==> src/rtl/pwrq_pkg.sv <==
// Shared constants for the wide request and user cycle port.
// Assumes one PCI clock domain; both ends and the interface use these names.
package pwrq_pkg;
	localparam int          ADDR_W          = 32;
	localparam int          CFG_W           = 256;
	localparam int          LAT_W           = 8;
	// Grant must be seen low on this many consecutive edges before a start
	localparam int          GNT_HOLD_CYCLES = 2;
	// Clocks after the address phase allowed for a claim before master abort
	localparam int          CLAIM_WAIT      = 5;
	localparam int          CLAIM_CNT_W     = 3;
	localparam logic        PIN_IDLE        = 1'b1;
	localparam logic [31:0] ADDR_RESET      = 32'h0000_0000;
	localparam logic [7:0]  LAT_RESET       = 8'h00;
	localparam logic [2:0]  CLAIM_RESET     = 3'h0;

	typedef enum logic [2:0] {
		PWRQ_IDLE,
		PWRQ_ADDR,
		PWRQ_CLAIM,
		PWRQ_DATA,
		PWRQ_END
	} pwrq_state_t;
endpackage

==> src/rtl/pwrq_user_if.sv <==
// Interface joining the bus core end and the user application end.
// Assumes both ends run on the same PCI clock; the shared internal bus is
// resolved here from the two output enables (active low).
`timescale 1ns/1ps
interface pwrq_user_if;
	logic [pwrq_pkg::CFG_W-1:0]  cfg;
	logic                        user_wide_transfer_ask;
	logic                        complete;
	logic                        master_enable_bit;
	logic                        latency_timer_on;
	logic [pwrq_pkg::LAT_W-1:0]  latency_limit;
	logic                        frame_registered_copy;
	logic                        claim_registered_copy;
	logic                        init_ready_registered_copy;
	logic                        targ_ready_registered_copy;
	logic                        stop_registered_copy;
	logic                        cycle_start_strobe;
	logic [pwrq_pkg::ADDR_W-1:0] latched_address;
	logic                        wide_master_abort;
	logic                        wide_active;
	logic [pwrq_pkg::ADDR_W-1:0] core_bus_out;
	logic                        core_bus_oe_n;
	logic [pwrq_pkg::ADDR_W-1:0] user_bus_out;
	logic                        user_bus_oe_n;
	logic [pwrq_pkg::ADDR_W-1:0] internal_muxed_bus;

	// Stands in for the internal three-state buffers; nobody driving reads zero
	assign internal_muxed_bus = !core_bus_oe_n ? core_bus_out :
	                            !user_bus_oe_n ? user_bus_out : '0;

	modport core (
		input  cfg, user_wide_transfer_ask, complete, master_enable_bit,
		input  latency_timer_on, latency_limit, user_bus_out, user_bus_oe_n,
		input  internal_muxed_bus,
		output frame_registered_copy, claim_registered_copy,
		output init_ready_registered_copy, targ_ready_registered_copy,
		output stop_registered_copy, cycle_start_strobe, latched_address,
		output wide_master_abort, wide_active, core_bus_out, core_bus_oe_n
	);

	modport app (
		output cfg, user_wide_transfer_ask, complete, master_enable_bit,
		output latency_timer_on, latency_limit, user_bus_out, user_bus_oe_n,
		input  internal_muxed_bus,
		input  frame_registered_copy, claim_registered_copy,
		input  init_ready_registered_copy, targ_ready_registered_copy,
		input  stop_registered_copy, cycle_start_strobe, latched_address,
		input  wide_master_abort, wide_active, core_bus_out, core_bus_oe_n
	);
endinterface

==> src/rtl/pwrq_core_end.sv <==
// Bus core end: wide request pin control, registered cycle signals,
// address latch and core drive of the internal multiplexed bus.
// Assumes PCI pins are synchronous to clk; FRAME and IRDY are driven by the
// rest of the core, this block only watches them.
//
// What this block does
// - Hold wide request whole transfer, drop at last phase
// - Start only after grant held over one cycle
// - Start only while frame and initiator ready idle
// - Start only with master enable bit set
// - User asks wide transfer; core starts only then
// - User completion input ends wide request
// - Retry, disconnect or target abort ends request
// - No claim means master abort, end request
// - Expired enabled latency timer plus lost grant ends
// - Claim without wide acknowledge ends request
// - Outside module drives static 256-bit configuration
// - Registered active-low copies of five bus signals
// - Latch address; valid after strobe until next
// - Internal bus driven only through enabled buffers
// - Strobe potential target address phases, not own
`timescale 1ns/1ps
module pwrq_core_end (
	input  wire logic                        clk,
	input  wire logic                        rst_n,
	input  wire logic                        gnt_n,
	input  wire logic                        frame_n,
	input  wire logic                        initiator_ready_pin,
	input  wire logic                        target_claim_pin,
	input  wire logic                        target_ready_pin,
	input  wire logic                        stop_n,
	input  wire logic                        ack64_n,
	input  wire logic [pwrq_pkg::ADDR_W-1:0] ad_in,
	input  wire logic                        wide_request_pin_in,
	output logic                             wide_request_pin_out,
	output logic                             wide_request_pin_oe_n,
	pwrq_user_if.core                        uif
);

	////////////////////////////////////////////////////////////////////////
	// Grant history and start conditions

	pwrq_pkg::pwrq_state_t state;
	pwrq_pkg::pwrq_state_t next_state;
	logic                  gnt_prev_n;
	logic                  gnt_long;
	logic                  bus_idle;
	logic                  start_ok;
	logic                  end_now;
	logic                  lat_expired;
	logic [pwrq_pkg::LAT_W-1:0]       lat_count;
	logic [pwrq_pkg::CLAIM_CNT_W-1:0] claim_count;
	logic                  no_claim;

	always_ff @(posedge clk or negedge rst_n) begin
		if (!rst_n) begin
			gnt_prev_n <= pwrq_pkg::PIN_IDLE;
		end else begin
			gnt_prev_n <= gnt_n;
		end
	end

	assign gnt_long = !gnt_n && !gnt_prev_n;
	assign bus_idle = frame_n && initiator_ready_pin;
	// Pin reads back its own level, so another wide initiator blocks us too
	assign start_ok = gnt_long && bus_idle && wide_request_pin_in
	                  && uif.master_enable_bit
	                  && uif.user_wide_transfer_ask;

	////////////////////////////////////////////////////////////////////////
	// Latency timer and claim watchdog

	always_ff @(posedge clk or negedge rst_n) begin
		if (!rst_n) begin
			lat_count <= pwrq_pkg::LAT_RESET;
		end else if (state == pwrq_pkg::PWRQ_IDLE) begin
			lat_count <= pwrq_pkg::LAT_RESET;
		end else if (lat_count != {pwrq_pkg::LAT_W{1'b1}}) begin
			lat_count <= lat_count + 8'h01;
		end
	end

	assign lat_expired = uif.latency_timer_on && (lat_count >= uif.latency_limit);

	always_ff @(posedge clk or negedge rst_n) begin
		if (!rst_n) begin
			claim_count <= pwrq_pkg::CLAIM_RESET;
		end else if (state == pwrq_pkg::PWRQ_CLAIM) begin
			claim_count <= claim_count + 3'h1;
		end else begin
			claim_count <= pwrq_pkg::CLAIM_RESET;
		end
	end

	assign no_claim = (state == pwrq_pkg::PWRQ_CLAIM) && target_claim_pin
	                  && (claim_count == pwrq_pkg::CLAIM_CNT_W'(pwrq_pkg::CLAIM_WAIT - 1));

	// Any of these makes the current phase the last one
	assign end_now = uif.complete
	                 || !stop_n
	                 || no_claim
	                 || (lat_expired && gnt_n)
	                 || (!target_claim_pin && ack64_n);

	////////////////////////////////////////////////////////////////////////
	// Wide request sequencer

	always_comb begin
		next_state = state;
		case (state)
			pwrq_pkg::PWRQ_IDLE: begin
				if (start_ok) begin
					next_state = pwrq_pkg::PWRQ_ADDR;
				end
			end
			pwrq_pkg::PWRQ_ADDR: begin
				next_state = uif.complete ? pwrq_pkg::PWRQ_END : pwrq_pkg::PWRQ_CLAIM;
			end
			pwrq_pkg::PWRQ_CLAIM: begin
				if (end_now) begin
					next_state = pwrq_pkg::PWRQ_END;
				end else if (!target_claim_pin) begin
					next_state = pwrq_pkg::PWRQ_DATA;
				end
			end
			pwrq_pkg::PWRQ_DATA: begin
				if (end_now) begin
					next_state = pwrq_pkg::PWRQ_END;
				end
			end
			pwrq_pkg::PWRQ_END: begin
				next_state = pwrq_pkg::PWRQ_IDLE;
			end
			default: begin
				next_state = pwrq_pkg::PWRQ_IDLE;
			end
		endcase
	end

	always_ff @(posedge clk or negedge rst_n) begin
		if (!rst_n) begin
			state <= pwrq_pkg::PWRQ_IDLE;
		end else begin
			state <= next_state;
		end
	end

	// Low in every state of the transfer, high in the last-phase state
	always_ff @(posedge clk or negedge rst_n) begin
		if (!rst_n) begin
			wide_request_pin_out  <= pwrq_pkg::PIN_IDLE;
			wide_request_pin_oe_n <= 1'b1;
		end else begin
			wide_request_pin_out  <= !(next_state == pwrq_pkg::PWRQ_ADDR
			                        || next_state == pwrq_pkg::PWRQ_CLAIM
			                        || next_state == pwrq_pkg::PWRQ_DATA);
			// Sustained three-state: one driven-high clock before release
			wide_request_pin_oe_n <= (next_state == pwrq_pkg::PWRQ_IDLE);
		end
	end

	always_ff @(posedge clk or negedge rst_n) begin
		if (!rst_n) begin
			uif.wide_master_abort <= 1'b0;
		end else begin
			uif.wide_master_abort <= no_claim;
		end
	end

	assign uif.wide_active = (state != pwrq_pkg::PWRQ_IDLE);

	////////////////////////////////////////////////////////////////////////
	// Registered cycle signals, address strobe and latch

	always_ff @(posedge clk or negedge rst_n) begin
		if (!rst_n) begin
			uif.frame_registered_copy      <= pwrq_pkg::PIN_IDLE;
			uif.claim_registered_copy      <= pwrq_pkg::PIN_IDLE;
			uif.init_ready_registered_copy <= pwrq_pkg::PIN_IDLE;
			uif.targ_ready_registered_copy <= pwrq_pkg::PIN_IDLE;
			uif.stop_registered_copy       <= pwrq_pkg::PIN_IDLE;
		end else begin
			uif.frame_registered_copy      <= frame_n;
			uif.claim_registered_copy      <= target_claim_pin;
			uif.init_ready_registered_copy <= initiator_ready_pin;
			uif.targ_ready_registered_copy <= target_ready_pin;
			uif.stop_registered_copy       <= stop_n;
		end
	end

	// Falling frame while our sequencer is idle is someone else's address
	assign uif.cycle_start_strobe = !frame_n && uif.frame_registered_copy
	                                && (state == pwrq_pkg::PWRQ_IDLE);

	// Core drives the shared bus only in the strobe cycle, via its enable
	assign uif.core_bus_out  = ad_in;
	assign uif.core_bus_oe_n = !uif.cycle_start_strobe;

	always_ff @(posedge clk or negedge rst_n) begin
		if (!rst_n) begin
			uif.latched_address <= pwrq_pkg::ADDR_RESET;
		end else if (uif.cycle_start_strobe) begin
			uif.latched_address <= uif.internal_muxed_bus;
		end
	end

endmodule // pwrq_core_end

==> src/flat_wrapper.sv <==
// flat-port wrapper written by rule: the top's interface ports become plain ports
module pwrq_core_end_flat 
  (clk, rst_n, gnt_n, frame_n, initiator_ready_pin, target_claim_pin, target_ready_pin, stop_n, ack64_n, ad_in, wide_request_pin_in, wide_request_pin_out, wide_request_pin_oe_n, uif_cfg, uif_user_wide_transfer_ask, uif_complete, uif_master_enable_bit, uif_latency_timer_on, uif_latency_limit, uif_user_bus_out, uif_user_bus_oe_n, uif_frame_registered_copy, uif_claim_registered_copy, uif_init_ready_registered_copy, uif_targ_ready_registered_copy, uif_stop_registered_copy, uif_cycle_start_strobe, uif_latched_address, uif_wide_master_abort, uif_wide_active, uif_core_bus_out, uif_core_bus_oe_n);
  pwrq_user_if uif_i ();
  input  wire logic clk;
  input  wire logic rst_n;
  input  wire logic gnt_n;
  input  wire logic frame_n;
  input  wire logic initiator_ready_pin;
  input  wire logic target_claim_pin;
  input  wire logic target_ready_pin;
  input  wire logic stop_n;
  input  wire logic ack64_n;
  input  wire logic [pwrq_pkg::ADDR_W-1:0] ad_in;
  input  wire logic wide_request_pin_in;
  output logic wide_request_pin_out;
  output logic wide_request_pin_oe_n;
  input wire logic [$bits(uif_i.cfg)-1:0] uif_cfg;
  input wire logic [$bits(uif_i.user_wide_transfer_ask)-1:0] uif_user_wide_transfer_ask;
  input wire logic [$bits(uif_i.complete)-1:0] uif_complete;
  input wire logic [$bits(uif_i.master_enable_bit)-1:0] uif_master_enable_bit;
  input wire logic [$bits(uif_i.latency_timer_on)-1:0] uif_latency_timer_on;
  input wire logic [$bits(uif_i.latency_limit)-1:0] uif_latency_limit;
  input wire logic [$bits(uif_i.user_bus_out)-1:0] uif_user_bus_out;
  input wire logic [$bits(uif_i.user_bus_oe_n)-1:0] uif_user_bus_oe_n;
  output wire logic [$bits(uif_i.frame_registered_copy)-1:0] uif_frame_registered_copy;
  output wire logic [$bits(uif_i.claim_registered_copy)-1:0] uif_claim_registered_copy;
  output wire logic [$bits(uif_i.init_ready_registered_copy)-1:0] uif_init_ready_registered_copy;
  output wire logic [$bits(uif_i.targ_ready_registered_copy)-1:0] uif_targ_ready_registered_copy;
  output wire logic [$bits(uif_i.stop_registered_copy)-1:0] uif_stop_registered_copy;
  output wire logic [$bits(uif_i.cycle_start_strobe)-1:0] uif_cycle_start_strobe;
  output wire logic [$bits(uif_i.latched_address)-1:0] uif_latched_address;
  output wire logic [$bits(uif_i.wide_master_abort)-1:0] uif_wide_master_abort;
  output wire logic [$bits(uif_i.wide_active)-1:0] uif_wide_active;
  output wire logic [$bits(uif_i.core_bus_out)-1:0] uif_core_bus_out;
  output wire logic [$bits(uif_i.core_bus_oe_n)-1:0] uif_core_bus_oe_n;
  assign uif_i.cfg = uif_cfg;
  assign uif_i.user_wide_transfer_ask = uif_user_wide_transfer_ask;
  assign uif_i.complete = uif_complete;
  assign uif_i.master_enable_bit = uif_master_enable_bit;
  assign uif_i.latency_timer_on = uif_latency_timer_on;
  assign uif_i.latency_limit = uif_latency_limit;
  assign uif_i.user_bus_out = uif_user_bus_out;
  assign uif_i.user_bus_oe_n = uif_user_bus_oe_n;
  assign uif_frame_registered_copy = uif_i.frame_registered_copy;
  assign uif_claim_registered_copy = uif_i.claim_registered_copy;
  assign uif_init_ready_registered_copy = uif_i.init_ready_registered_copy;
  assign uif_targ_ready_registered_copy = uif_i.targ_ready_registered_copy;
  assign uif_stop_registered_copy = uif_i.stop_registered_copy;
  assign uif_cycle_start_strobe = uif_i.cycle_start_strobe;
  assign uif_latched_address = uif_i.latched_address;
  assign uif_wide_master_abort = uif_i.wide_master_abort;
  assign uif_wide_active = uif_i.wide_active;
  assign uif_core_bus_out = uif_i.core_bus_out;
  assign uif_core_bus_oe_n = uif_i.core_bus_oe_n;
  pwrq_core_end u_core (.clk(clk), .rst_n(rst_n), .gnt_n(gnt_n), .frame_n(frame_n), .initiator_ready_pin(initiator_ready_pin), .target_claim_pin(target_claim_pin), .target_ready_pin(target_ready_pin), .stop_n(stop_n), .ack64_n(ack64_n), .ad_in(ad_in), .wide_request_pin_in(wide_request_pin_in), .wide_request_pin_out(wide_request_pin_out), .wide_request_pin_oe_n(wide_request_pin_oe_n), .uif(uif_i));
endmodule
==> config.mk <==
export PLATFORM = sky130hd
export DESIGN_NAME = pwrq_core_end_flat
export DESIGN_NICKNAME = d
export VERILOG_FILES = /design/src/rtl/pwrq_pkg.sv /design/src/rtl/pwrq_user_if.sv /design/src/rtl/pwrq_core_end.sv /design/src/flat_wrapper.sv
export SDC_FILE = /design/constraint.sdc
export NUM_CORES = 1
export LEC_CHECK = 0
export BUFFER_PORTS_ARGS = -buffer_cell sky130_fd_sc_hd__clkbuf_2
export CAP_MARGIN = 5
export CORE_AREA = 2 2 164 166
export CTS_CLUSTER_DIAMETER = 50
export DETAILED_ROUTE_END_ITERATION = 8
export DIE_AREA = 0 0 166 168
export SYNTH_ARGS = -nofsm -noshare
export SYNTH_HDL_FRONTEND = slang
export SYNTH_SLANG_ARGS = --single-unit
==> constraint.sdc <==
create_clock -name clk -period 1.5 [get_ports clk]
set_input_delay 0.3 -clock clk [delete_from_list [all_inputs] [get_ports clk]]
set_output_delay 0.3 -clock clk [all_outputs]
set_load 0.005 [all_outputs]
* Word-level counts from Yosys, hierarchy flattened
Cells that the tools add are included.
Word-level totals: flip-flop bits (word level) 55, logic and storage cells 63
Cells by class: reduce and logical (&&, ||, !) cells 30, multiplexer cells 9, add/subtract/negate cells 2, equality and inequality tests 8, $lt $le $gt $ge 1
Operators with widths (count):
- $mux 3 | 6
- $mux 8 | 2
- $logic_and 1x1->1 | 13
- $eq 3x2->1 const B | 4
- $pmux 3 s4 | 1
- $add 8x1->8 const B | 1
- $ge 8x8->1 | 1
- $ne 8x8->1 const B | 1
- $logic_not 1->1 | 7
- $eq 3x1->1 const B | 2
- $logic_not 3->1 | 2
- $logic_or 1x1->1 | 6
- $add 3x1->3 const B | 1
- $eq 3x3->1 const B | 1
- $reduce_bool 3->1 | 1
- $reduce_bool 2->1 | 1

* Depth between registers and ports, before layout
Gate-level depths: netlist (run 1).
depth in word-level cells 12, gate-level depth with buffers 6, gate-level depth less buffers 6

* Worst setup path before layout (run 1)
Ideal clock, no wire load.
kind register to register, start register u_core.lat_count[5] (netlist name), end register u_core.state[0], clock period less this slack 1.590 ns, library setup time 0.068 ns, slack -0.090 ns, cell stages (with the launch flop) 6, arrival 1.522 ns, path through dfrtp_1 ha_1 and3_1 a221oi_1 o221a_2 a32o_1
Between the ends: longest elaborated chain between the ends 7, elaborated cells on any way between the ends 8, those cells by class order compare: 1; mux: 3; reduce/logical: 4
Ends and longest elaborated chain:
- start: declaration | line pwrq_core_end.sv:51 | logic [pwrq_pkg::LAT_W-1:0] lat_count;
- start signal: assignment | line pwrq_core_end.sv:75 | lat_count <= pwrq_pkg::LAT_RESET;
- start signal: assignment | line pwrq_core_end.sv:77 | lat_count <= pwrq_pkg::LAT_RESET;
- start signal: assignment | line pwrq_core_end.sv:79 | lat_count <= lat_count + 8'h01;
- $ge 8x8->1 (*) | line pwrq_core_end.sv:83 | assign lat_expired = uif.latency_timer_on && (lat_count >= uif.latency_limit);
- $logic_and 1x1->1 (*) | line pwrq_core_end.sv:83
- $logic_and 1x1->1 (*) | line pwrq_core_end.sv:102 | || (lat_expired && gnt_n)
- $logic_or 1x1->1 (*) | line pwrq_core_end.sv:102
- $logic_or 1x1->1 (*) | line pwrq_core_end.sv:103 | || (!target_claim_pin && ack64_n);
- $mux 3, on equally long branches | line pwrq_core_end.sv:127, pwrq_core_end.sv:120
- $pmux 3 s4 (*) | line pwrq_core_end.sv:110 | case (state)
- named net u_core.next_state[0] | line pwrq_core_end.sv:44 | pwrq_pkg::pwrq_state_t next_state;
- end signal: assignment | line pwrq_core_end.sv:142 | state <= pwrq_pkg::PWRQ_IDLE;
- end signal: assignment | line pwrq_core_end.sv:144 | state <= next_state;
- end: declaration | line pwrq_core_end.sv:43 | pwrq_pkg::pwrq_state_t state;
The timed path passes the listed nets; every way through them passes the cells marked *. A chain may end at the register's enable or synchronous reset.

* Worst setup path after layout (run 1)
start register u_core.state[2], end output uif_cycle_start_strobe
Between the ends: longest elaborated chain between the ends 2
Ends and longest elaborated chain:
- $logic_not 3->1 | line pwrq_core_end.sv:193 | && (state == pwrq_pkg::PWRQ_IDLE);
- $logic_and 1x1->1 | line pwrq_core_end.sv:193
- end: declaration | line flat_wrapper.sv:31 | output wire logic [$bits(uif_i.cycle_start_strobe)-1:0] uif_cycle_start_strobe;
Every way passes these cells.

==> results.yml, run 1 <==
outcome:
  status: "complete, but fails checks"
  violations: "negative setup slack"
layout:
  fillers: 2938
  multiInputGateArea_um2: 1121
  area_growth_pct: 49.59
  diodes: 0
  fin_util_pct: 15.75
  drive_gt1_share_pct: 65.54
  final_area_um2: 4151
  regArea_um2: 1388
  nNetsFinal: 707
power_and_ir_drop:
  irDropWorstVdd_v: 0.0003543
  leakage_nw: 2.053
  power.density_nw_per_um2: 896.5
  power_mw: 3.722
timing:
  period_minus_slack_ps: 1687
  max_clock_freq_mhz: 592.7
  final_hold_viol_count: 0
  final-setup-viol-count: 39
  finalCritPeriodShare_pct: 112.5
  tightest_slew_ps: 322.2
  fin_skew_ps: 9.932
  finalMaxSlewViolations: 0
  layout_setup_ws_ps: -187.2
  rsz0062_at_grt: "true"
  max_slew_margin_pct: 78.52
place:
  dp_hpwl_mm: 7.278
  place_ws_ps: -260.7
  place_area_um2: 3750
  gp_congestion: 0.7282
  io_buffers: 128
critical_path:
  cp_data_arrival_time_ps: 1390
  path_class: "flop to primary output"
  worst-endpoint-required_ps: 1200
  start_kind: "flop"
  cp_top_family: "flip-flops"
  critical_path_peak_fanout: 4
  worstPathCellList: "nor3_4 > nand3b_4 > buf_12 > clkinv_4 > buf_6"
  slowest_delay_ps: 420
  crit_slowest_cell: "dfrtp_1"
  critPathBufInv: 3
  cp-end-kind: "primary output"
floorplanning:
  start_util_pct: 10.53
  die_h_um: 168
  core_um2: 26350
  die_w_um: 166
  dieArea_um2: 27890
  io_pins: 418
  num_rows: 60
routing:
  route.detailed.wl_per_inst_um: 13.46
  drc: 0
  vias: 2092
  viasPerCell: 3.010
  routed_wirelength_mm: 9.356
  first_pass_iters: 4
  drt_iter0_drc: 43
  antenna_left: 0
clock_tree:
  path_clk_slew_ps: 80
  cts_buffers: 5
  htreeDepth: 2
  clock-sinks: 55
  clk_latency_ps: 310
  cts_buffer_depth: 2
  tritoncts: "built"
  root_buffer: "clkbuf_16"
synthesis:
  synth.most_common_cell: "dfrtp_1"
  yosysWarnings: 0
  ys_seq_elements: 55
  synthFlopType: "dfrtp_1"
  synth_compound_area_share_pct: 5.410
  synth_fp_nets: 573
  synth_area_leaders: "dfrtp_1 42%, mux2_4 15%, buf_4 8.7%"
  seq_area_frac_synth_pct: 49.95
  synth_fa_ha_area_share_pct: 4.959
  synth_top_family_by_area: "multiplexers"
  synth.top_cell.area_share_pct: 42.38
  synth.top_cells.by_count: "47 x dfrtp_1, 32 x buf_4, 28 x mux2_4"
  synth_edf_count: 0
  synthSimpleGateAreaFrac_pct: 9.062
  synth_cells: 219
  synth_area_per_cell_um2: 12.67
  synth_top_area_cell: "dfrtp_1"
  syn_area_um2: 2775
  async_flop_share_pct: 100.0
  synthMuxAreaShare_pct: 17.49
  synth_xor_area_share_pct: 0.6312
  synth.distinct_cells: 38
grt:
  grt_max_degree: 56
  grt_pass1_vias: 2087
  antenna_found_initial: 0
  grt.overflow.total: 0
  grt_pass1_wl_mm: 13.45
  grt_usage_pct: 6.730
flow_run:
  cap_violations: 0
hold_path:
  hold_path_class: "input pin to flop"
## cells in the final DEF, fill, tap and decap left out, types with 2 or more instances in the layout
| cell type | instances |
|---|---|
| a31oi_1 | 4 |
| and3_1 | 3 |
| buf_12 | 3 |
| buf_4 | 26 |
| buf_6 | 4 |
| buf_8 | 2 |
| clkbuf_16 | 6 |
| clkbuf_2 | 126 |
| clkinv_4 | 2 |
| dfrtp_1 | 46 |
| dfstp_2 | 8 |
| ha_1 | 6 |
| ha_2 | 2 |
| ha_4 | 3 |
| inv_1 | 12 |
| inv_6 | 2 |
| mux2_2 | 4 |
| mux2_4 | 28 |
| mux2i_1 | 2 |
| nand2_1 | 8 |
| nand2b_1 | 3 |
| nand4_1 | 2 |
| nor2_1 | 11 |
| nor2b_1 | 3 |
| nor3_1 | 3 |
| o211ai_1 | 2 |
| o21ai_0 | 4 |
| xnor2_1 | 2 |
## sequential cells by signal (all words and copies together), names as in the netlist, 3 cells and up
register / flops
u_core.claim_count: 3
u_core.uif.latched_address: 32
u_core.state: 3
u_core.lat_count: 8
## worst reg2reg max path: stages, from the launching register on
cell and delay [ps]:
dfrtp_1 420, nor3_4 280, nand3b_4 130, buf_4 150
buf_8 130, clkbuf_16 160, mux2_4 290
## per-layer routing
layer  track usage [%]  share of wire (%)  vias up
li1                  -                  -     1006
met3             5.595                 17        6
met2             8.858                 39       92
met4             1.134               0.59        0
met5                 0                  0        -
met1             8.421                 43      988
## area by class of cell
| class | instances | area share, % |
|---|---|---|
| Clock buffer | 5 | 3.014 |
| Clock inverter | 3 | 0.6329 |
| Inverter | 15 | 1.537 |
| Multi-Input combinational cell | 112 | 27.00 |
| Sequential cell | 55 | 33.42 |
| Tap cell | 341 | 10.28 |
| Timing Repair Buffer | 164 | 24.11 |
## cells by family after synthesis
family,Yosys count
mux,34
xor+xnor,2
simple gates,44
fa+ha+maj,11
buf+inv,52
compound gates,21
flops,55
## worst paths after layout
check	slack [ps]	cells past startpoint	to	startpoint
setup / recovery	-190	5	uif_cycle_start_strobe	u_core.state[2]
hold / removal	90	1	u_core.uif.init_ready_registered_copy	initiator_ready_pin
setup reg to reg	-180	6	u_core.uif.latched_address[13]	u_core.state[2]
hold reg to reg	510	1	u_core.uif.latched_address[1]	u_core.uif.latched_address[1]
max in group asynchronous	670	3	u_core.uif.targ_ready_registered_copy	rst_n
min in group asynchronous	510	3	u_core.uif.latched_address[29]	rst_n
## per-stage QoR
stage	cells	hold slack, ps	setup TNS (ps)
detailed placement	674	321.8	-966.8
CTS	691	82.08	-5077
global route	695	75.76	-9965
finish	695	92.18	-5716
floorplan	219	4.409	-1837
global placement	674	321.2	-924.0
## power by group
part	internal [mW]	leakage [nW]	total, mW	switching, mW
sequential	1.63	0.668	1.71	0.0794
clock	0.637	0.0748	1.24	0.605
combinational	0.428	1.31	0.767	0.339
## what timing repair did
item | in CTS | in global routing
hold buffers | 1 | 0
endpoints found under the hold margin | 2 | 0
setup endpoints to repair | 35 | 45
pin swaps | 10 | 7
buffers inserted | 8 | 3
gates resized for setup | 15 | 14
gates cloned | 0 | 2
Power figures use the tool's default switching activity.
==> inputs of run 2 (changes only) <==
--- a/config.mk
+++ b/config.mk
@@ -11,6 +11,7 @@
 export CTS_CLUSTER_DIAMETER = 50
 export DETAILED_ROUTE_END_ITERATION = 8
 export DIE_AREA = 0 0 166 168
+export PLACE_DENSITY = 0.38
 export SYNTH_ARGS = -nofsm -noshare
 export SYNTH_HDL_FRONTEND = slang
 export SYNTH_SLANG_ARGS = --single-unit
==> run 2 against run 1 <==
  * The flow still finishes with violations (negative setup slack)
  * Count of clock-buffer cells in the layout is the same
  * Clock power grew 6%
  * Fmax shrank 1.9%
  * Via count grew 3.3%
  * Clock skew shrank 5.4 ps
  * Hold slack lost 15 ps
  * Critical path type unchanged
  * Largest power group unchanged
==> results.yml, run 2 (synthesized netlist as in run 1, its figures left out) <==
timing:
  final.setup.tns_ps: -5322
  max_clock_freq_mhz: 581.6
  final-setup-viol-count: 39
  final_hold_viol_count: 0
  hold_slack_ps: 77.45
  fin_skew_ps: 4.580
  tightest_slew_ps: 584.0
  finalMaxSlewViolations: 0
  rsz0062_at_grt: "true"
  max_slew_margin_pct: 61.07
  period_minus_slack_ps: 1719
  layout_setup_ws_ps: -219.3
  finalCritPeriodShare_pct: 114.6
critical_path:
  critPathLaunch: "u_core.state[0]"
  r2r-start: "u_core.state[0]"
  worst-endpoint-required_ps: 1200
  critical_path_peak_fanout: 3
  cp-end-kind: "primary output"
  start_kind: "flop"
  cp_data_arrival_time_ps: 1420
  path_class: "flop to primary output"
clock_tree:
  tritoncts: "built"
  root_buffer: "clkbuf_16"
  clock-sinks: 55
  htreeDepth: 2
  path_clk_slew_ps: 90
  clk_latency_ps: 310
  cts_buffer_depth: 2
  cts_buffers: 5
routing:
  viasPerCell: 3.097
  antenna_left: 0
  vias: 2162
  route.detailed.wl_per_inst_um: 16.69
  drc: 0
  routed_wirelength_mm: 11.65
  drt_iter0_drc: 102
  first_pass_iters: 4
floorplanning:
  dieArea_um2: 27890
  start_util_pct: 10.53
  io_pins: 418
  core_um2: 26350
  die_h_um: 168
  die_w_um: 166
  num_rows: 60
layout:
  largest_reg_flops: 32
  final_area_um2: 4208
  fin_util_pct: 15.97
  area_growth_pct: 51.62
  reg.largest.list: "u_core.uif.latched_address x32, u_core.lat_count x8"
  multiInputGateArea_um2: 1145
  drive_gt1_share_pct: 65.35
  mostFrequentLayoutCell: "clkbuf_2"
  regArea_um2: 1388
  fillers: 2938
  nNetsFinal: 708
  max_flop_register: "u_core.uif.latched_address"
  final_cell_mix: "127 x clkbuf_2, 46 x dfrtp_1, 28 x mux2_4"
grt:
  antenna_found_initial: 8
  grt_pass1_vias: 2276
  grt_pass1_wl_mm: 16.49
  grt_usage_pct: 8.450
  grt_max_degree: 21
  grt.overflow.total: 0
outcome:
  status: "complete, but fails checks"
  violations: "negative setup slack"
power_and_ir_drop:
  power.density_nw_per_um2: 895.8
  irDropWorstVdd_v: 0.0004177
  leakage_nw: 2.077
flow_run:
  cap_violations: 0
place:
  gp_congestion: 0.7477
  io_buffers: 128
  dp_hpwl_mm: 9.390
  place_area_um2: 3817
hold_path:
  hp-start: "target_ready_pin"
  hold_path_class: "input pin to flop"
[run 2: cell count changes in the layout (fill, tap and decap cells not counted), sizes merged]
cell | previous run | this run
diode | 0 | 2
bufbuf | 0 | 1
[run 2: repair_timing]
action,in CTS,in global routing
buffers inserted,9,3
gates cloned,1,0
resized for setup,15,11
endpoints found under the hold margin,2,0
hold buffers,1,0
setup endpoints to repair,8,45
pin swaps,9,7
[run 2: layer usage]
layer,vias up,part of all wire [%],global-route usage [%]
li1,990,-,-
met1,1049,49,12.00
met2,111,38,11.17
met3,10,12,4.325
met4,2,0.88,1.928
met5,-,0.15,0
[run 2: final cells by class]
class / instances / share of cell area [%]
diodes: 2 / 0.1189
clock buffers: 5 / 2.974
clock inverters: 3 / 0.8029
inverters: 15 / 1.398
multi-input cells: 112 / 27.21
flip-flops and latches: 55 / 32.98
well taps: 341 / 10.14
repair buffers: 165 / 24.38
[run 2: stage by stage]
stage / instances / power (mW) / setup slack [ps]
floorplan: 219 / 2.077 / -84.81
global placement: 678 / 2.461 / -329.1
detailed placement: 678 / 2.462 / -347.2
CTS: 696 / 3.858 / -236.5
global route: 696 / 3.991 / -288.6
finish: 698 / 3.769 / -219.3
[run 2: report_power, final]
group	switching, mW	total (mW)	leakage [nW]	internal (mW)
clock network	0.662	1.31	0.0772	0.646
logic	0.310	0.742	1.33	0.431
registers	0.0858	1.72	0.668	1.63
total	1.06	3.77	2.08	2.71
[run 2: worst paths after layout]
path	slack, ps	cells after the start	to
min in group asynchronous	540	2	u_core.uif.latched_address[0]
setup reg to reg	-200	5	u_core.uif.latched_address[11]
setup / recovery	-220	4	uif_core_bus_oe_n
hold / removal	80	1	u_core.uif.targ_ready_registered_copy
hold reg to reg	520	1	u_core.uif.latched_address[21]
max in group asynchronous	380	3	u_core.uif.stop_registered_copy
[run 2: worst max-delay path, cell delays in order (launching register included)]
cell and delay [ps]:
dfrtp_1 430, nor3_4 260, nand3b_4 140, buf_12 160, buf_6 110
